$ cat config.mk
export PLATFORM = sky130hd
export DESIGN_NAME = cmw_top
export DESIGN_NICKNAME = d
export VERILOG_FILES = /design/src/rtl/cmw_divclk.v /design/src/rtl/cmw_top.v
export VERILOG_INCLUDE_DIRS = /design/src /design/src/rtl
export SDC_FILE = /design/constraint.sdc
export NUM_CORES = 1
export LEC_CHECK = 0
export ABC_AREA = 1
export BUFFER_PORTS_ARGS = -buffer_cell sky130_fd_sc_hd__buf_2
export CAP_MARGIN = 20
export CORE_ASPECT_RATIO = 0.8
export CORE_MARGIN = 3
export CORE_UTILIZATION = 30
export CTS_CLUSTER_DIAMETER = 60
export DETAILED_ROUTE_END_ITERATION = 8
export PLACE_DENSITY = 0.47
export RECOVER_POWER = 25
export SETUP_SLACK_MARGIN = 0.3
export SYNTH_ARGS = -nofsm -noshare
export SYNTH_HDL_FRONTEND = slang
export SYNTH_SLANG_ARGS = --single-unit
$ cat constraint.sdc
create_clock -name clk_sys -period 25.7 [get_ports clk_sys]
set_input_delay 3.855 -clock clk_sys [delete_from_list [all_inputs] [get_ports clk_sys]]
set_output_delay 3.855 -clock clk_sys [all_outputs]
set_load 0.05 [all_outputs]
$ cat src/rtl/cmw_regs.vh
// Constants for the compare-match waveform output block
`ifndef CMW_REGS_VH
`define CMW_REGS_VH
// Waveform channel modes
`define CMW_WMODE_SINGLE 2'h0
`define CMW_WMODE_PHASE  2'h1
`define CMW_WMODE_SR     2'h2
`define CMW_WMODE_GR     2'h3
// General-register channel actions
`define CMW_GACT_LOW     2'h0
`define CMW_GACT_HIGH    2'h1
`define CMW_GACT_TOGGLE  2'h2
// Divided-clock pin functions
`define CMW_DIV_OFF      3'h0
`define CMW_DIV_2        3'h1
`define CMW_DIV_4        3'h2
`define CMW_DIV_8        3'h3
`define CMW_DIV_CMP      3'h4
// Compare 0/1 actions
`define CMW_CACT_HOLD    2'h0
`define CMW_CACT_INV     2'h1
`define CMW_CACT_LOW     2'h2
`define CMW_CACT_HIGH    2'h3
// Reset values
`define CMW_CNT_RST      16'h0000
`define CMW_DIVCNT_RST   3'h0
`endif

$ cat src/rtl/cmw_divclk.v
// Divided-clock compare pin driver
`timescale 1ns/100ps
module cmw_divclk
(
    // Clock and reset
    input  wire       clk_sys,
    input  wire       rst,
    // Control
    input  wire       run,
    input  wire [2:0] func_sel,
    input  wire       init_level,
    input  wire       match8,
    // Pin
    output reg        pin_out
);
`include "cmw_regs.vh"

    reg  [2:0] div_cnt_r;

    // Free prescaler counts only while running
    always @(posedge clk_sys or posedge rst)
    begin
        if (rst)
            div_cnt_r <= `CMW_DIVCNT_RST;
        else if (run)
            div_cnt_r <= div_cnt_r + 3'h1;
    end

    // Pin level per selected function; registered so no glitch reaches the pin
    always @(posedge clk_sys or posedge rst)
    begin
        if (rst)
            pin_out <= 1'b0;
        else if (!run)
            pin_out <= init_level;
        else
        begin
            case (func_sel)
                `CMW_DIV_OFF: pin_out <= 1'b0;
                `CMW_DIV_2:   pin_out <= div_cnt_r[0];
                `CMW_DIV_4:   pin_out <= div_cnt_r[1];
                `CMW_DIV_8:   pin_out <= div_cnt_r[2];
                `CMW_DIV_CMP: pin_out <= pin_out ^ match8;
                default:      pin_out <= 1'b0;
            endcase
        end
    end
endmodule

$ cat src/rtl/cmw_top.v
// Compare-match waveform output stage, top level
`timescale 1ns/100ps
// Functional notes
// - Single mode: high on match, low at zero
// - Phase mode: toggle output on every match
// - SR mode: even sets, next odd clears
// - General channel: low, high or toggle
// - Divided pin: off, div2, div4, div8
// - Divided pin compare mode toggles on match
// - Compare 0/1: hold, invert, low, high
// - Outputs start at configured initial level
// - Compare 0 group inversion of three outputs
// - Compare 1 group inversion of three outputs
// - Immediate reload updates active match now
// - Deferred reload transfers at counter reset
// - Reload off: compare 1 keeps counting
// - Reload on: compare 1 clears counter
// - Overflow interrupt only when enabled
// - Per-channel compare interrupt enables
// - Priority level presented with each request
// - Shared mode: matches use overflow level
module cmw_top
#(
    parameter NCH = 8,
    parameter CW  = 16,
    parameter PW  = 3
)
(
    // Clock and reset
    input  wire              clk_sys,
    input  wire              rst,
    // Base counter control
    input  wire              run,
    input  wire              reload_en,
    input  wire              deferred_reload,
    // Waveform channels
    input  wire [2*NCH-1:0]  wave_mode,
    input  wire [2*NCH-1:0]  gr_action,
    input  wire [NCH-1:0]    init_level,
    input  wire [NCH-1:0]    match_wr,
    input  wire [CW*NCH-1:0] match_wdata,
    // Compare 0/1 group
    input  wire [CW-1:0]     compare0_val,
    input  wire [CW-1:0]     compare1_val,
    input  wire [1:0]        compare0_action,
    input  wire [1:0]        compare1_action,
    input  wire [1:0]        cmp_init_level,
    input  wire              cmp0_invert,
    input  wire              cmp1_invert,
    // Divided-clock pin
    input  wire [2:0]        div_func,
    input  wire [7:0]        div_compare_val,
    input  wire              div_init_level,
    // Interrupts
    input  wire              ovf_irq_en,
    input  wire [NCH+1:0]    cmp_irq_en,
    input  wire [PW-1:0]     ovf_prio,
    input  wire [PW-1:0]     cmp_prio,
    input  wire              share_prio,
    // Outputs
    output reg  [NCH-1:0]    wave_out,
    output wire [2:0]        compare0_group_output,
    output wire [2:0]        compare1_group_output,
    output wire              divided_clock_compare_pin,
    output reg  [CW-1:0]     count_r,
    output reg               ovf_irq,
    output reg  [NCH+1:0]    cmp_irq,
    output reg  [PW-1:0]     ovf_irq_prio,
    output reg  [PW-1:0]     cmp_irq_prio
);
`include "cmw_regs.vh"

    // Two-bit mode or action field selector for channel i
    function [1:0] field2;
        input [2*NCH-1:0] vec;
        input integer     idx;
        begin
            field2 = vec[2*idx +: 2];
        end
    endfunction

    reg  [CW*NCH-1:0] waveform_match_reg;
    reg  [CW*NCH-1:0] pend_r;
    reg  [1:0]        cmp_lvl_r;
    reg  [CW-1:0]     count_nxt;
    wire [NCH-1:0]    ch_match;
    wire              cmp0_hit;
    wire              cmp1_hit;
    wire              at_zero;
    wire              ovf_hit;
    wire              base_reset;

    assign cmp0_hit   = run && (count_r == compare0_val);
    assign cmp1_hit   = run && (count_r == compare1_val);
    assign ovf_hit    = run && (count_r == {CW{1'b1}});
    assign at_zero    = run && (count_r == `CMW_CNT_RST);
    // Counter reset event: wrap or compare-1 clear
    assign base_reset = ovf_hit || (cmp1_hit && reload_en);

    // Next counter value; compare 1 clears only with reload on
    always @*
    begin
        count_nxt = count_r;
        if (run)
        begin
            if (cmp1_hit && reload_en)
                count_nxt = `CMW_CNT_RST;
            else
                count_nxt = count_r + {{(CW-1){1'b0}}, 1'b1};
        end
    end

    always @(posedge clk_sys or posedge rst)
    begin
        if (rst)
            count_r <= `CMW_CNT_RST;
        else
            count_r <= count_nxt;
    end

    // Per-channel match registers, outputs and flags
    genvar g;
    generate
        for (g = 0; g < NCH; g = g + 1)
        begin : g_ch
            assign ch_match[g] = run && (count_r == waveform_match_reg[CW*g +: CW]);

            // Deferred writes wait for a counter reset; avoids mid-period glitches
            always @(posedge clk_sys or posedge rst)
            begin
                if (rst)
                begin
                    waveform_match_reg[CW*g +: CW] <= {CW{1'b0}};
                    pend_r[CW*g +: CW]             <= {CW{1'b0}};
                end
                else
                begin
                    if (match_wr[g])
                        pend_r[CW*g +: CW] <= match_wdata[CW*g +: CW];
                    if (match_wr[g] && !deferred_reload)
                        waveform_match_reg[CW*g +: CW] <= match_wdata[CW*g +: CW];
                    else if (deferred_reload && base_reset)
                        waveform_match_reg[CW*g +: CW] <= pend_r[CW*g +: CW];
                end
            end

            always @(posedge clk_sys or posedge rst)
            begin
                if (rst)
                    wave_out[g] <= 1'b0;
                else if (!run)
                    wave_out[g] <= init_level[g];
                else
                begin
                    case (field2(wave_mode, g))
                        `CMW_WMODE_SINGLE:
                        begin
                            if (ch_match[g])
                                wave_out[g] <= 1'b1;
                            else if (at_zero)
                                wave_out[g] <= 1'b0;
                        end
                        `CMW_WMODE_PHASE:
                            wave_out[g] <= wave_out[g] ^ ch_match[g];
                        `CMW_WMODE_SR:
                        begin
                            // Only even channels with an odd partner; others hold
                            if ((g % 2 == 0) && (g + 1 < NCH))
                            begin
                                if (ch_match[g])
                                    wave_out[g] <= 1'b1;
                                else if (ch_match[(g + 1) % NCH])
                                    wave_out[g] <= 1'b0;
                            end
                        end
                        default:
                        begin
                            if (ch_match[g])
                            begin
                                case (field2(gr_action, g))
                                    `CMW_GACT_LOW:    wave_out[g] <= 1'b0;
                                    `CMW_GACT_HIGH:   wave_out[g] <= 1'b1;
                                    `CMW_GACT_TOGGLE: wave_out[g] <= ~wave_out[g];
                                    default:          wave_out[g] <= wave_out[g];
                                endcase
                            end
                        end
                    endcase
                end
            end
        end
    endgenerate

    // Compare 0/1 output levels
    generate
        for (g = 0; g < 2; g = g + 1)
        begin : g_cmp
            wire [1:0] act = (g == 0) ? compare0_action : compare1_action;
            wire       hit = (g == 0) ? cmp0_hit : cmp1_hit;
            always @(posedge clk_sys or posedge rst)
            begin
                if (rst)
                    cmp_lvl_r[g] <= 1'b0;
                else if (!run)
                    cmp_lvl_r[g] <= cmp_init_level[g];
                else if (hit)
                begin
                    case (act)
                        `CMW_CACT_HOLD: cmp_lvl_r[g] <= cmp_lvl_r[g];
                        `CMW_CACT_INV:  cmp_lvl_r[g] <= ~cmp_lvl_r[g];
                        `CMW_CACT_LOW:  cmp_lvl_r[g] <= 1'b0;
                        `CMW_CACT_HIGH: cmp_lvl_r[g] <= 1'b1;
                        default:        cmp_lvl_r[g] <= cmp_lvl_r[g];
                    endcase
                end
            end
        end
    endgenerate

    // Group inversion is a plain XOR on registered levels
    assign compare0_group_output = {3{cmp_lvl_r[0] ^ cmp0_invert}};
    assign compare1_group_output = {3{cmp_lvl_r[1] ^ cmp1_invert}};

    cmw_divclk u_div
    (
        .clk_sys    (clk_sys),
        .rst        (rst),
        .run        (run),
        .func_sel   (div_func),
        .init_level (div_init_level),
        .match8     (run && (count_r[7:0] == div_compare_val)),
        .pin_out    (divided_clock_compare_pin)
    );

    // Interrupt requests: one-cycle pulses with their priority
    always @(posedge clk_sys or posedge rst)
    begin
        if (rst)
        begin
            ovf_irq      <= 1'b0;
            cmp_irq      <= {(NCH+2){1'b0}};
            ovf_irq_prio <= {PW{1'b0}};
            cmp_irq_prio <= {PW{1'b0}};
        end
        else
        begin
            ovf_irq      <= ovf_hit && ovf_irq_en;
            cmp_irq      <= {cmp1_hit, cmp0_hit, ch_match} & cmp_irq_en;
            ovf_irq_prio <= ovf_prio;
            cmp_irq_prio <= share_prio ? ovf_prio : cmp_prio;
        end
    end
endmodule

After elaboration in Yosys (flattened, before gate mapping)
Cells that the tools add are included.

Flip-flop bits (word level): 303. Logic and storage cells: 285.

Equal/unequal tests: 90. Muxes and demuxes: 75. Bitwise operators: 22. Add/sub/neg operators: 2. Reduce and logical (&&, ||, !) cells: 63.

Operator list (count): 16-bit two-way mux (17); 16-bit equality test (10); 1-bit one-hot mux with 3 select lines (18); 4-bit != test (second input constant) (12); 2-bit equality test (second input constant) (20); 1-bit two-way mux (38); 2-bit by 1-bit equality test with 1-bit output (second input constant) (18); 2-bit zero test (18); 4-bit AND reduction (8); 7-bit by 1-bit != test with 1-bit output (second input constant) (4); 1-bit logical AND (24); 6-bit by 1-bit != test with 1-bit output (second input constant) (4); 5-bit by 1-bit != test with 1-bit output (second input constant) (4); 16-bit by 1-bit adder with 16-bit output (second input constant) (1); 16-bit equality test (second input constant) (1); 16-bit zero test (1); 4-bit by 1-bit != test with 1-bit output (second input constant) (4); 2-bit nonzero test (8); 2-bit != test (second input constant) (6); 1-bit XOR (11); 10-bit bitwise AND (1); 1-bit inverter (10); 8-bit equality test (1); 3-bit by 2-bit equality test with 1-bit output (second input constant) (2); 9 further kinds (11).

Logic depth before layout (Yosys ltp)
Gate-level depths: netlist of the first run.

Depth after elaboration: 7. Mapped depth: 14.

Modules after synthesis
From an unflattened synthesis of the first run, not the netlist that was laid out.

Cell total of the unflattened synthesis: 2442. Area total of the unflattened synthesis: 17515.5 um2.

Modules (own cells, without submodules): cmw_top (cells each 2411, seq. area each 7482.2 um2, times used 1, area each 17282.8 um2); cmw_divclk (cells each 31, seq. area each 100.1 um2, times used 1, area each 232.7 um2).

Worst setup path after synthesis of the first run
No wires, ideal clock.

Path kind: input -> output. Start: input cmp0_invert. End: output compare0_group_output[1]. Setup slack: 16.827 ns. Buffers on the path: 1. Data arrival time: 5.018 ns. Cell stages on the path: 2. Required time: 21.845 ns. Path through: xor2_1 buf_4.

Word-level cells in the longest chain between the ends: 1.

RTL lines: from (decl) (line cmw_top.v:48) `input wire cmp0_invert,`; 1-bit XOR (line cmw_top.v:221) `assign compare0_group_output = {3{cmp_lvl_r[0] ^ cmp0_invert}};`; to (decl) (line cmw_top.v:62) `output wire [2:0] compare0_group_output,`.

No other way between the ends.

==> flow_summary.json, run 1 <==
{
  "syn_area_per_cell_um2": 7.16,
  "vias": 16200,
  "status": "finished, violations left",
  "layout_min_cycle_time_ps": 10320,
  "cp_cell_sequence": "clkbuf_1 -> clkinvlp_2 -> clkbuf_1",
  "antenna_found_initial": 4,
  "vdd_drop_max_uv": 45.5,
  "powerDensity_nw_per_um2": 73.2,
  "slowest_delay_ps": 4710,
  "via_per_inst": 4.65,
  "wire_per_inst_um": 17.3,
  "dieHeight_um": 222,
  "synth_cell_type_count": 38,
  "io_pins": 299,
  "tightest_slew_ps": 6750,
  "setup-violations-final": 0,
  "grt_max_degree": 134,
  "yosysWarningCount": 0,
  "synth_compound_area_share_pct": 9.27,
  "grt_pass1_vias": 15600,
  "rsz0062_at_grt": "false",
  "yosysSeqAreaShare_pct": 43.2,
  "globalplace.congestion": 0.838,
  "hold_path_class": "flop to flop",
  "num_rows": 78,
  "grt_usage_pct": 19.2,
  "cts_resized": 0,
  "crit_type": "input port to asynchronous set/reset pin",
  "critPathSlowestCell": "clkbuf_1",
  "ant_nets": 0,
  "synth-simple-area-share_pct": 29.1,
  "period_share_pct": 40.2,
  "slew_viol_final": 117,
  "maxCapViolCount": 1,
  "max_freq_mhz": 96.9,
  "post-dp-hpwl_mm": 42.3,
  "port_buffers": 298,
  "fin_skew_ps": 20.4,
  "die_w_um": 276,
  "leakagePower_nw": 11.4,
  "dieArea_um2": 61500,
  "dr.pass1.iters": 5,
  "worst-path-max-fanout": 116,
  "grt_overflow": 0,
  "slew-limit-headroom_pct": -350,
  "drive_gt1_share_pct": 15.0,
  "finalNetCount": 2985,
  "syn_nets": 2748,
  "routed_wl_mm": 60.2,
  "max-clock-path-buffers": 3,
  "violations": "capacitance limit, slew limit",
  "postCtsSetupRepairBufs": 0,
  "synth_cells": 2453,
  "synthMuxAreaShare_pct": 0.307,
  "fin_util_pct": 36.4,
  "drt_iter0_drc": 1257,
  "ctsHoldBuffers": 0,
  "pre_cts_ws_ps": 17410,
  "cp.arrival_ps": 9310,
  "setup_slack_ps": 15380,
  "synth_top_family_by_area": "simple AND/OR/NAND/NOR gates",
  "cts-buffers-inserted": 39,
  "cts_root_buf": "clkbuf_16",
  "cts_tree": "done",
  "coreArea_um2": 57300,
  "synth_area_um2": 17600,
  "drc": 0,
  "cp-end-kind": "asynchronous set/reset pin",
  "synth-seq-cells": 303,
  "start_kind": "input port",
  "synth_top_cell_area_share_pct": 43.2,
  "n_antenna_cell": 0,
  "grt_pass1_wl_mm": 92.0,
  "fin_setup_tns_ps": 0,
  "clk-insertion-delay-late_ps": 550,
  "clock_sinks": 303,
  "critPathRequiredTime_ps": 24680,
  "crit_top_cell": "clkbuf_1",
  "start_util_pct": 30.6,
  "syn2layout_area_growth_pct": 18.9,
  "synth_area_leaders": "dfrtp_1 (43%), nand2_1 (16%), inv_1 (6.3%), nor2_1 (5.9%), nand3_1 (4.5%)",
  "clk_pin_slew_ps": 60,
  "final-hold-violation-count": 0,
  "htreeDepth": 2,
  "synth_fa_ha_area_share_pct": 3.14,
  "yosys.area_share.xor_xnor_pct": 4.94,
  "synth_area_leader_cell": "dfrtp_1"
}
[area by class of cell]
class                      instances  area [µm²]
timing repair buffer             328        1700
clock buffer                      54        1150
tap                              760         951
sequential                       303        7580
multi-input combinational       1719        8210
clock inverter                    16         158
inverter                         299        1120
fill                            6144       36400
[cell usage in the layout, fill, tap and decap left out, types with 33 or more instances in the layout]
cell type    n
nand2_1    749
dfrtp_1    303
inv_1      293
buf_2      287
nor2_1     277
nand3_1    157
o21ai_0    154
a21oi_1    140
xor2_1      73
ha_1        44
clkbuf_16   41
nand4_1     33
[per-layer routing]
| metal | track usage (%) | part of all wire [%] | wire, µm |
|---|---|---|---|
| met5 | 0 | 0.046 | 28 |
| met4 | 4.24 | 1.6 | 963 |
| met3 | 4.09 | 6.5 | 3910 |
| met2 | 29.2 | 43 | 25900 |
| met1 | 28.0 | 49 | 29500 |
[synthesized netlist by cell type]
library cell  number
a211oi_1           6
a21oi_1          140
a31oi_1            6
buf_1             17
buf_2             20
buf_4              8
buf_6             12
clkbuf_1          75
clkinv_1           4
dfrtp_1          303
ha_1              44
inv_1            294
inv_2              1
mux2_2             3
mux2i_1            2
nand2_1          749
nand2_2           10
nand2_4            1
nand3_1          157
nand3_2            2
nand3b_1           1
nand4_1           33
nand4_2            1
nor2_1           277
nor2_4             1
nor3_1            13
nor3_2             1
nor3b_1            2
nor4_2             1
o211ai_1           2
o21a_1             1
o21ai_0          154
o21bai_1           3
o22ai_1            2
o31ai_1            2
or2_2              6
xnor2_1           26
xor2_1            73
[stage by stage]
stage	total power [W]	area, µm²	hold slack (ps)	std cells
2_1_floorplan	0.000839	17600	467	2453
3_3_place_gp	0.000970	19600	487	3408
3_5_place_dp	0.000978	19600	494	3408
4_1_cts	0.00155	20900	508	3478
5_1_grt	0.00162	20900	537	3479
6_report	0.00153	20900	501	3479
[kinds of logic after synthesis]
| family | count (synthesis) |
|---|---|
| buffers and inverters | 431 |
| adders and majority gates | 44 |
| and+or+nand+nor | 1255 |
| xor gates and xnor gates | 99 |
| DFF | 303 |
| AOI/OAI and AO/OA | 316 |
| muxes | 5 |
[final timing paths]
| kind | startpoint | endpoint | slack (ps) | depth (start not counted) |
|---|---|---|---|---|
| hold reg to reg | u_div.div_cnt_r[0]$_DFFE_PP0P_ | u_div.div_cnt_r[0]$_DFFE_PP0P_ | 500 | 1 |
| setup reg to reg | count_r[4]$_DFFE_PP0P_ | waveform_match_reg[45]$_DFFE_PP0P_ | 21680 | 13 |
| setup / recovery | rst | pend_r[14]$_DFFE_PP0P_ | 15380 | 3 |
| max in group clk_sys | cmp1_invert | compare1_group_output[0] | 17420 | 3 |
| hold / removal | u_div.div_cnt_r[0]$_DFFE_PP0P_ | u_div.div_cnt_r[0]$_DFFE_PP0P_ | 500 | 1 |
| min in group asynchronous | rst | pend_r[103]$_DFFE_PP0P_ | 3400 | 2 |
[where the power goes]
| part | leakage, nW | switching, W | total (W) | internal [W] |
|---|---|---|---|---|
| clock | 0.640 | 0.000225 | 0.000561 | 0.000336 |
| combinational | 7.12 | 0.000265 | 0.000389 | 0.000124 |
| sequential | 3.60 | 0.0000427 | 0.000580 | 0.000537 |
| total | 11.4 | 0.000532 | 0.00153 | 0.000997 |
[worst max-delay path, delay by kind of cell]
family / cells / cell delay [ps]
buffers and inverters: 3 / 5280
Note: power is estimated with default switching activity, not from simulation.
==> run 2, diff against run 1 <==
==> constraint.sdc (replaced) <==
create_clock -name clk_sys -period 10.68 [get_ports clk_sys]
set_input_delay 1.602 -clock clk_sys [delete_from_list [all_inputs] [get_ports clk_sys]]
set_output_delay 1.602 -clock clk_sys [all_outputs]
set_load 0.05 [all_outputs]
==> flow_summary.json, run 2 (synthesis results as in run 1) <==
{
  "clock_sinks": 303,
  "start_kind": "input port",
  "regToRegSetupSlack_ps": 7060,
  "met1_usage_pct": 28.3,
  "clk_pin_slew_ps": 50,
  "met2_usage_pct": 29.4,
  "drt_iter0_drc": 1297,
  "dieArea_um2": 61500,
  "slew-limit-headroom_pct": -277,
  "nFillCells": 6120,
  "design_area_um2": 21000,
  "clk-insertion-delay-late_ps": 550,
  "vdd_drop_max_uv": 87.5,
  "pre_cts_ws_ps": 5560,
  "fin_skew_ps": 17.4,
  "cts_resized": 0,
  "min_path_cells": 2,
  "period_share_pct": 51.6,
  "grt_overflow": 0,
  "powerDensity_nw_per_um2": 181,
  "die_w_um": 276,
  "drive_gt1_share_pct": 15.0,
  "grt_pass1_vias": 15700,
  "slew_viol_final": 114,
  "grt_max_degree": 114,
  "leakagePower_nw": 11.4,
  "maxCapViolCount": 1,
  "layout_min_cycle_time_ps": 5510,
  "htreeDepth": 2,
  "cp.arrival_ps": 6070,
  "rsz0062_at_grt": "false",
  "worstReg2RegEnd": "waveform_match_reg[88]$_DFFE_PP0P_",
  "num_rows": 78,
  "use_met3_pct": 3.99,
  "io_pins": 299,
  "fin_cells": 3480,
  "rr_startpoint": "count_r[1]$_DFFE_PP0P_",
  "antenna_found_initial": 0,
  "grt_usage_pct": 19.3,
  "p_sw_w": 0.00129,
  "post-dp-hpwl_mm": 43.1,
  "port_buffers": 298,
  "p_sw_share_pct": 33.8,
  "via_per_inst": 4.66,
  "critPathSlowestCell": "clkinvlp_2",
  "critPathTopFamily": "buffers and inverters",
  "busiest_layer": "met2",
  "cts_tree": "done",
  "grt_pass1_wl_mm": 92.3,
  "hold_end": "u_div.div_cnt_r[2]$_DFFE_PP0P_",
  "critPathRequiredTime_ps": 11240,
  "fin_setup_tns_ps": 0,
  "hold_path_class": "flop to flop",
  "cp-end-kind": "asynchronous set/reset pin",
  "cp_num_buf_inv": 3,
  "cts-buffers-inserted": 40,
  "layout_commonest_cell": "nand2_1",
  "cp_cell_sequence": "buf_2 -> clkinvlp_2 -> buf_4",
  "syn2layout_area_growth_pct": 19.6,
  "finalNetCount": 2985,
  "wire_per_inst_um": 17.3,
  "power_frac_clock_pct": 38.7,
  "dr.pass1.iters": 5,
  "slowest_delay_ps": 3030,
  "setup-violations-final": 0,
  "final-hold-violation-count": 0,
  "cts_root_buf": "clkbuf_16",
  "dieHeight_um": 222,
  "holdCritStartpoint": "u_div.div_cnt_r[2]$_DFFE_PP0P_",
  "globalplace.congestion": 0.865,
  "pwr-share-comb_pct": 23.5,
  "max_freq_mhz": 181,
  "drc": 0,
  "internal-power_w": 0.00252,
  "max-clock-path-buffers": 3,
  "ant_nets": 0,
  "ctsHoldBuffers": 0,
  "p_seq_share_pct": 37.9,
  "postCtsSetupRepairBufs": 0,
  "tightest_slew_ps": 5660,
  "violations": "capacitance limit, slew limit",
  "post-place-cells": 3408,
  "worst_r2r_path_depth": 15,
  "final_cell_mix": "nand2_1 (749), dfrtp_1 (303), inv_1 (293)",
  "start_util_pct": 30.6,
  "place_area_um2": 19600,
  "multiInputGateArea_um2": 8210,
  "vias": 16200,
  "worst-path-max-fanout": 113,
  "setup_slack_ps": 5170,
  "routed_wl_mm": 60.3,
  "status": "finished, violations left",
  "coreArea_um2": 57300,
  "crit_type": "input port to asynchronous set/reset pin",
  "regArea_um2": 7580
}
[run 2: final cells by class]
type | count | area share (%)
multi-input combinational | 1719 | 39.1
sequential | 303 | 36.1
timing repair buffer | 327 | 8.09
clock buffer | 57 | 5.55
inverter | 299 | 5.35
tap | 760 | 4.53
clock inverter | 14 | 1.26
antenna | 1 | 0.0119
[run 2: per-layer routing]
layer	wire [µm]	part of all wire, %	vias to the layer above
li1	-	-	8107
met1	29500	49	7556
met2	25700	43	468
met3	4080	6.8	69
met4	1030	1.7	0
met5	0	0	-
[run 2: how the worst max path moves through the flow]
| stage | startpoint | to | cells after the start |
|---|---|---|---|
| after floorplan | rst | cmp_irq[0]$_DFF_PP0_ | 1 |
| after global placement | run | waveform_match_reg[119]$_DFFE_PP0P_ | 15 |
| after detailed placement | run | waveform_match_reg[89]$_DFFE_PP0P_ | 15 |
| after CTS | run | waveform_match_reg[91]$_DFFE_PP0P_ | 15 |
| after global routing | rst | waveform_match_reg[99]$_DFFE_PP0P_ | 3 |
| final | rst | waveform_match_reg[99]$_DFFE_PP0P_ | 3 |
[run 2: per-stage QoR]
stage / power (W) / utilization [%] / hold slack [ps]
floorplan: 0.00202 / - / 467
global placement: 0.00234 / 34.2 / 488
detailed placement: 0.00236 / 34.2 / 492
CTS: 0.00386 / 36.7 / 509
global route: 0.00403 / 36.6 / 533
finish: 0.00380 / 36.6 / 497
[run 2: power groups by stage]
stage | Sequential (W) | Clock (W) | Combinational (W)
6_report | 0.00144 | 0.00147 | 0.000893
3_3_place_gp | 0.00146 | 0 | 0.000888
2_1_floorplan | 0.00146 | 0 | 0.000563
5_1_grt | 0.00146 | 0.00156 | 0.00101
3_5_place_dp | 0.00146 | 0 | 0.000899
4_1_cts | 0.00144 | 0.00152 | 0.000903
[run 2: worst reg2reg max path, cell delays in order, from the launching register on]
cell	delay, ps
dfrtp_1	850
buf_4	350
ha_1	210
nand3_2	100
nor2_4	170
nand2_2	90
nor3_2	150
nand2_1	130
clkinv_1	120
nand3_2	80
nand2_2	100
nand2_4	250
buf_4	420
nand2_2	360
nand2_1	110
nand2_1	70
==> run 3, diff against run 2 <==
--- a/config.mk
+++ b/config.mk
@@ -14,7 +14,7 @@
 export CORE_UTILIZATION = 30
 export CTS_CLUSTER_DIAMETER = 60
 export DETAILED_ROUTE_END_ITERATION = 8
-export PLACE_DENSITY = 0.47
+export PLACE_DENSITY = 0.49
 export RECOVER_POWER = 25
 export SETUP_SLACK_MARGIN = 0.3
 export SYNTH_ARGS = -nofsm -noshare
==> constraint.sdc (replaced) <==
create_clock -name clk_sys -period 5.05 [get_ports clk_sys]
set_input_delay 0.7575 -clock clk_sys [delete_from_list [all_inputs] [get_ports clk_sys]]
set_output_delay 0.7575 -clock clk_sys [all_outputs]
set_load 0.05 [all_outputs]
==> flow_summary.json, run 3 (synthesis results as in run 1) <==
{
  "clk-insertion-delay-late_ps": 570,
  "powerDensity_nw_per_um2": 374,
  "p_sw_share_pct": 35.0,
  "design_area_um2": 20900,
  "leakagePower_nw": 11.4,
  "max_freq_mhz": 265,
  "antenna_found_initial": 3,
  "worst-path-max-fanout": 84,
  "die_w_um": 276,
  "n_antenna_cell": 0,
  "syn2layout_area_growth_pct": 19.0,
  "grt_pass1_wl_mm": 92.7,
  "cts_root_buf": "clkbuf_16",
  "drt_iter0_drc": 1377,
  "grt_pass1_vias": 15700,
  "cts-buffers-inserted": 40,
  "num_rows": 78,
  "place_area_um2": 19600,
  "status": "finished, violations left",
  "rr_startpoint": "count_r[7]$_DFFE_PP0P_",
  "layout_commonest_cell": "nand2_1",
  "drc": 0,
  "crit_type": "flop to flop",
  "clk_pin_slew_ps": 60,
  "hold_ws_ps": 324,
  "io_pins": 299,
  "postCtsSetupRepairBufs": 0,
  "start_util_pct": 30.6,
  "ant_nets": 0,
  "violations": "capacitance limit, slew limit",
  "coreArea_um2": 57300,
  "post-dp-hpwl_mm": 43.9,
  "min_path_cells": 1,
  "via_per_inst": 4.67,
  "port_buffers": 298,
  "dieArea_um2": 61500,
  "dieHeight_um": 222,
  "worstReg2RegEnd": "waveform_match_reg[127]$_DFFE_PP0P_",
  "hold_path_class": "input port to flop",
  "internal-power_w": 0.00509,
  "slew-limit-headroom_pct": -52.4,
  "vias": 16300,
  "vdd_drop_max_uv": 204,
  "startpoint": "count_r[7]$_DFFE_PP0P_",
  "final_cell_mix": "nand2_1 (749), dfrtp_1 (303), inv_1 (293)",
  "worst_r2r_path_depth": 11,
  "period_share_pct": 74.8,
  "fin_skew_ps": 22.9,
  "cp.arrival_ps": 4220,
  "setup-violations-final": 0,
  "finalNetCount": 2983,
  "dr.pass1.iters": 6,
  "worstSetupEndpoint": "waveform_match_reg[127]$_DFFE_PP0P_",
  "tightest_slew_ps": 2290,
  "power_frac_clock_pct": 37.1,
  "layout_min_cycle_time_ps": 3780,
  "regToRegSetupSlack_ps": 1270,
  "htreeDepth": 2,
  "wire_per_inst_um": 17.4,
  "grt_usage_pct": 19.4,
  "cp-end-kind": "flop",
  "cts_tree": "done",
  "cts_resized": 0,
  "p_sw_w": 0.00273,
  "grt_max_degree": 122,
  "fin_setup_tns_ps": 0,
  "p_seq_share_pct": 38.5,
  "globalplace.congestion": 0.851,
  "maxCapViolCount": 1,
  "routed_wl_mm": 60.4,
  "drive_gt1_share_pct": 15.0,
  "grt_overflow": 0,
  "max-clock-path-buffers": 3,
  "rsz0062_at_grt": "false",
  "clock_sinks": 303,
  "critPathRequiredTime_ps": 5490,
  "slew_viol_final": 80,
  "final-hold-violation-count": 0,
  "start_kind": "flop",
  "nFillCells": 6062,
  "pwr-share-comb_pct": 24.4,
  "ctsHoldBuffers": 0
}
-- run 3: cell types whose count changed in the layout (fill, tap and decap cells not counted), sizes merged, moves of 2 or more --
cell / delta
buf: -4
bufinv: -5
clkbuf: +2
clkinv: +3
inv: +3
-- run 3: metrics by stage --
stage / std cells / power (W) / setup WS, ps / util [%]
after global routing: 3479 / 0.00828 / 951 / 36.5
after floorplan: 2453 / 0.00427 / 263 / -
after detailed placement: 3406 / 0.00497 / 1280 / 34.2
after global placement: 3406 / 0.00493 / 1370 / 34.2
after CTS: 3479 / 0.00792 / 1280 / 36.5
final: 3479 / 0.00782 / 1270 / 36.5
-- run 3: worst min-delay path by stage --
stage                                         startpoint  slack [ps]                        endpoint
after floorplan           u_div.div_cnt_r[0]$_DFFE_PP0P_         470  u_div.div_cnt_r[0]$_DFFE_PP0P_
after global placement    u_div.div_cnt_r[2]$_DFFE_PP0P_         490  u_div.div_cnt_r[2]$_DFFE_PP0P_
after detailed placement  u_div.div_cnt_r[2]$_DFFE_PP0P_         500  u_div.div_cnt_r[2]$_DFFE_PP0P_
after CTS                                    ovf_prio[1]         290       ovf_irq_prio[1]$_DFF_PP0_
after global routing                         ovf_prio[2]         300       ovf_irq_prio[2]$_DFF_PP0_
final                                        ovf_prio[1]         320       ovf_irq_prio[1]$_DFF_PP0_
-- run 3: critical path, stage by stage (launching register included) --
cell and delay, ps:
dfrtp_1 1090, xor2_1 200, nor2_1 60, nand2_1 50, nor2_1 90, nand4_2 210, nand2_2 100, nand2_4 320
buf_4 810, nand2_2 430, nand2_1 170, nand2_1 60
-- run 3: power by group through the flow --
stage | logic, W | registers (W) | clock network [W]
2_1_floorplan | 0.00119 | 0.00308 | 0
6_report | 0.00191 | 0.00301 | 0.00290
4_1_cts | 0.00193 | 0.00301 | 0.00299
3_5_place_dp | 0.00192 | 0.00305 | 0
3_3_place_gp | 0.00189 | 0.00304 | 0
5_1_grt | 0.00216 | 0.00305 | 0.00308
-- run 3: final cells by class --
type                            count  area (µm²)  share of cell area (%)
Clock inverter                     16         169                   0.808
Multi-Input combinational cell   1719        8210                    39.3
Inverter                          299        1130                    5.39
Sequential cell                   303        7580                    36.3
Timing Repair Buffer              325        1690                    8.10
Clock buffer                       57        1170                    5.58
Tap cell                          760         951                    4.55
-- run 3: routing by layer --
layer	part of all wire, %	global-route usage [%]
met5	0.065	0
met1	48	28.1
met2	43	29.4
met3	7.6	4.41
met4	1.8	4.38
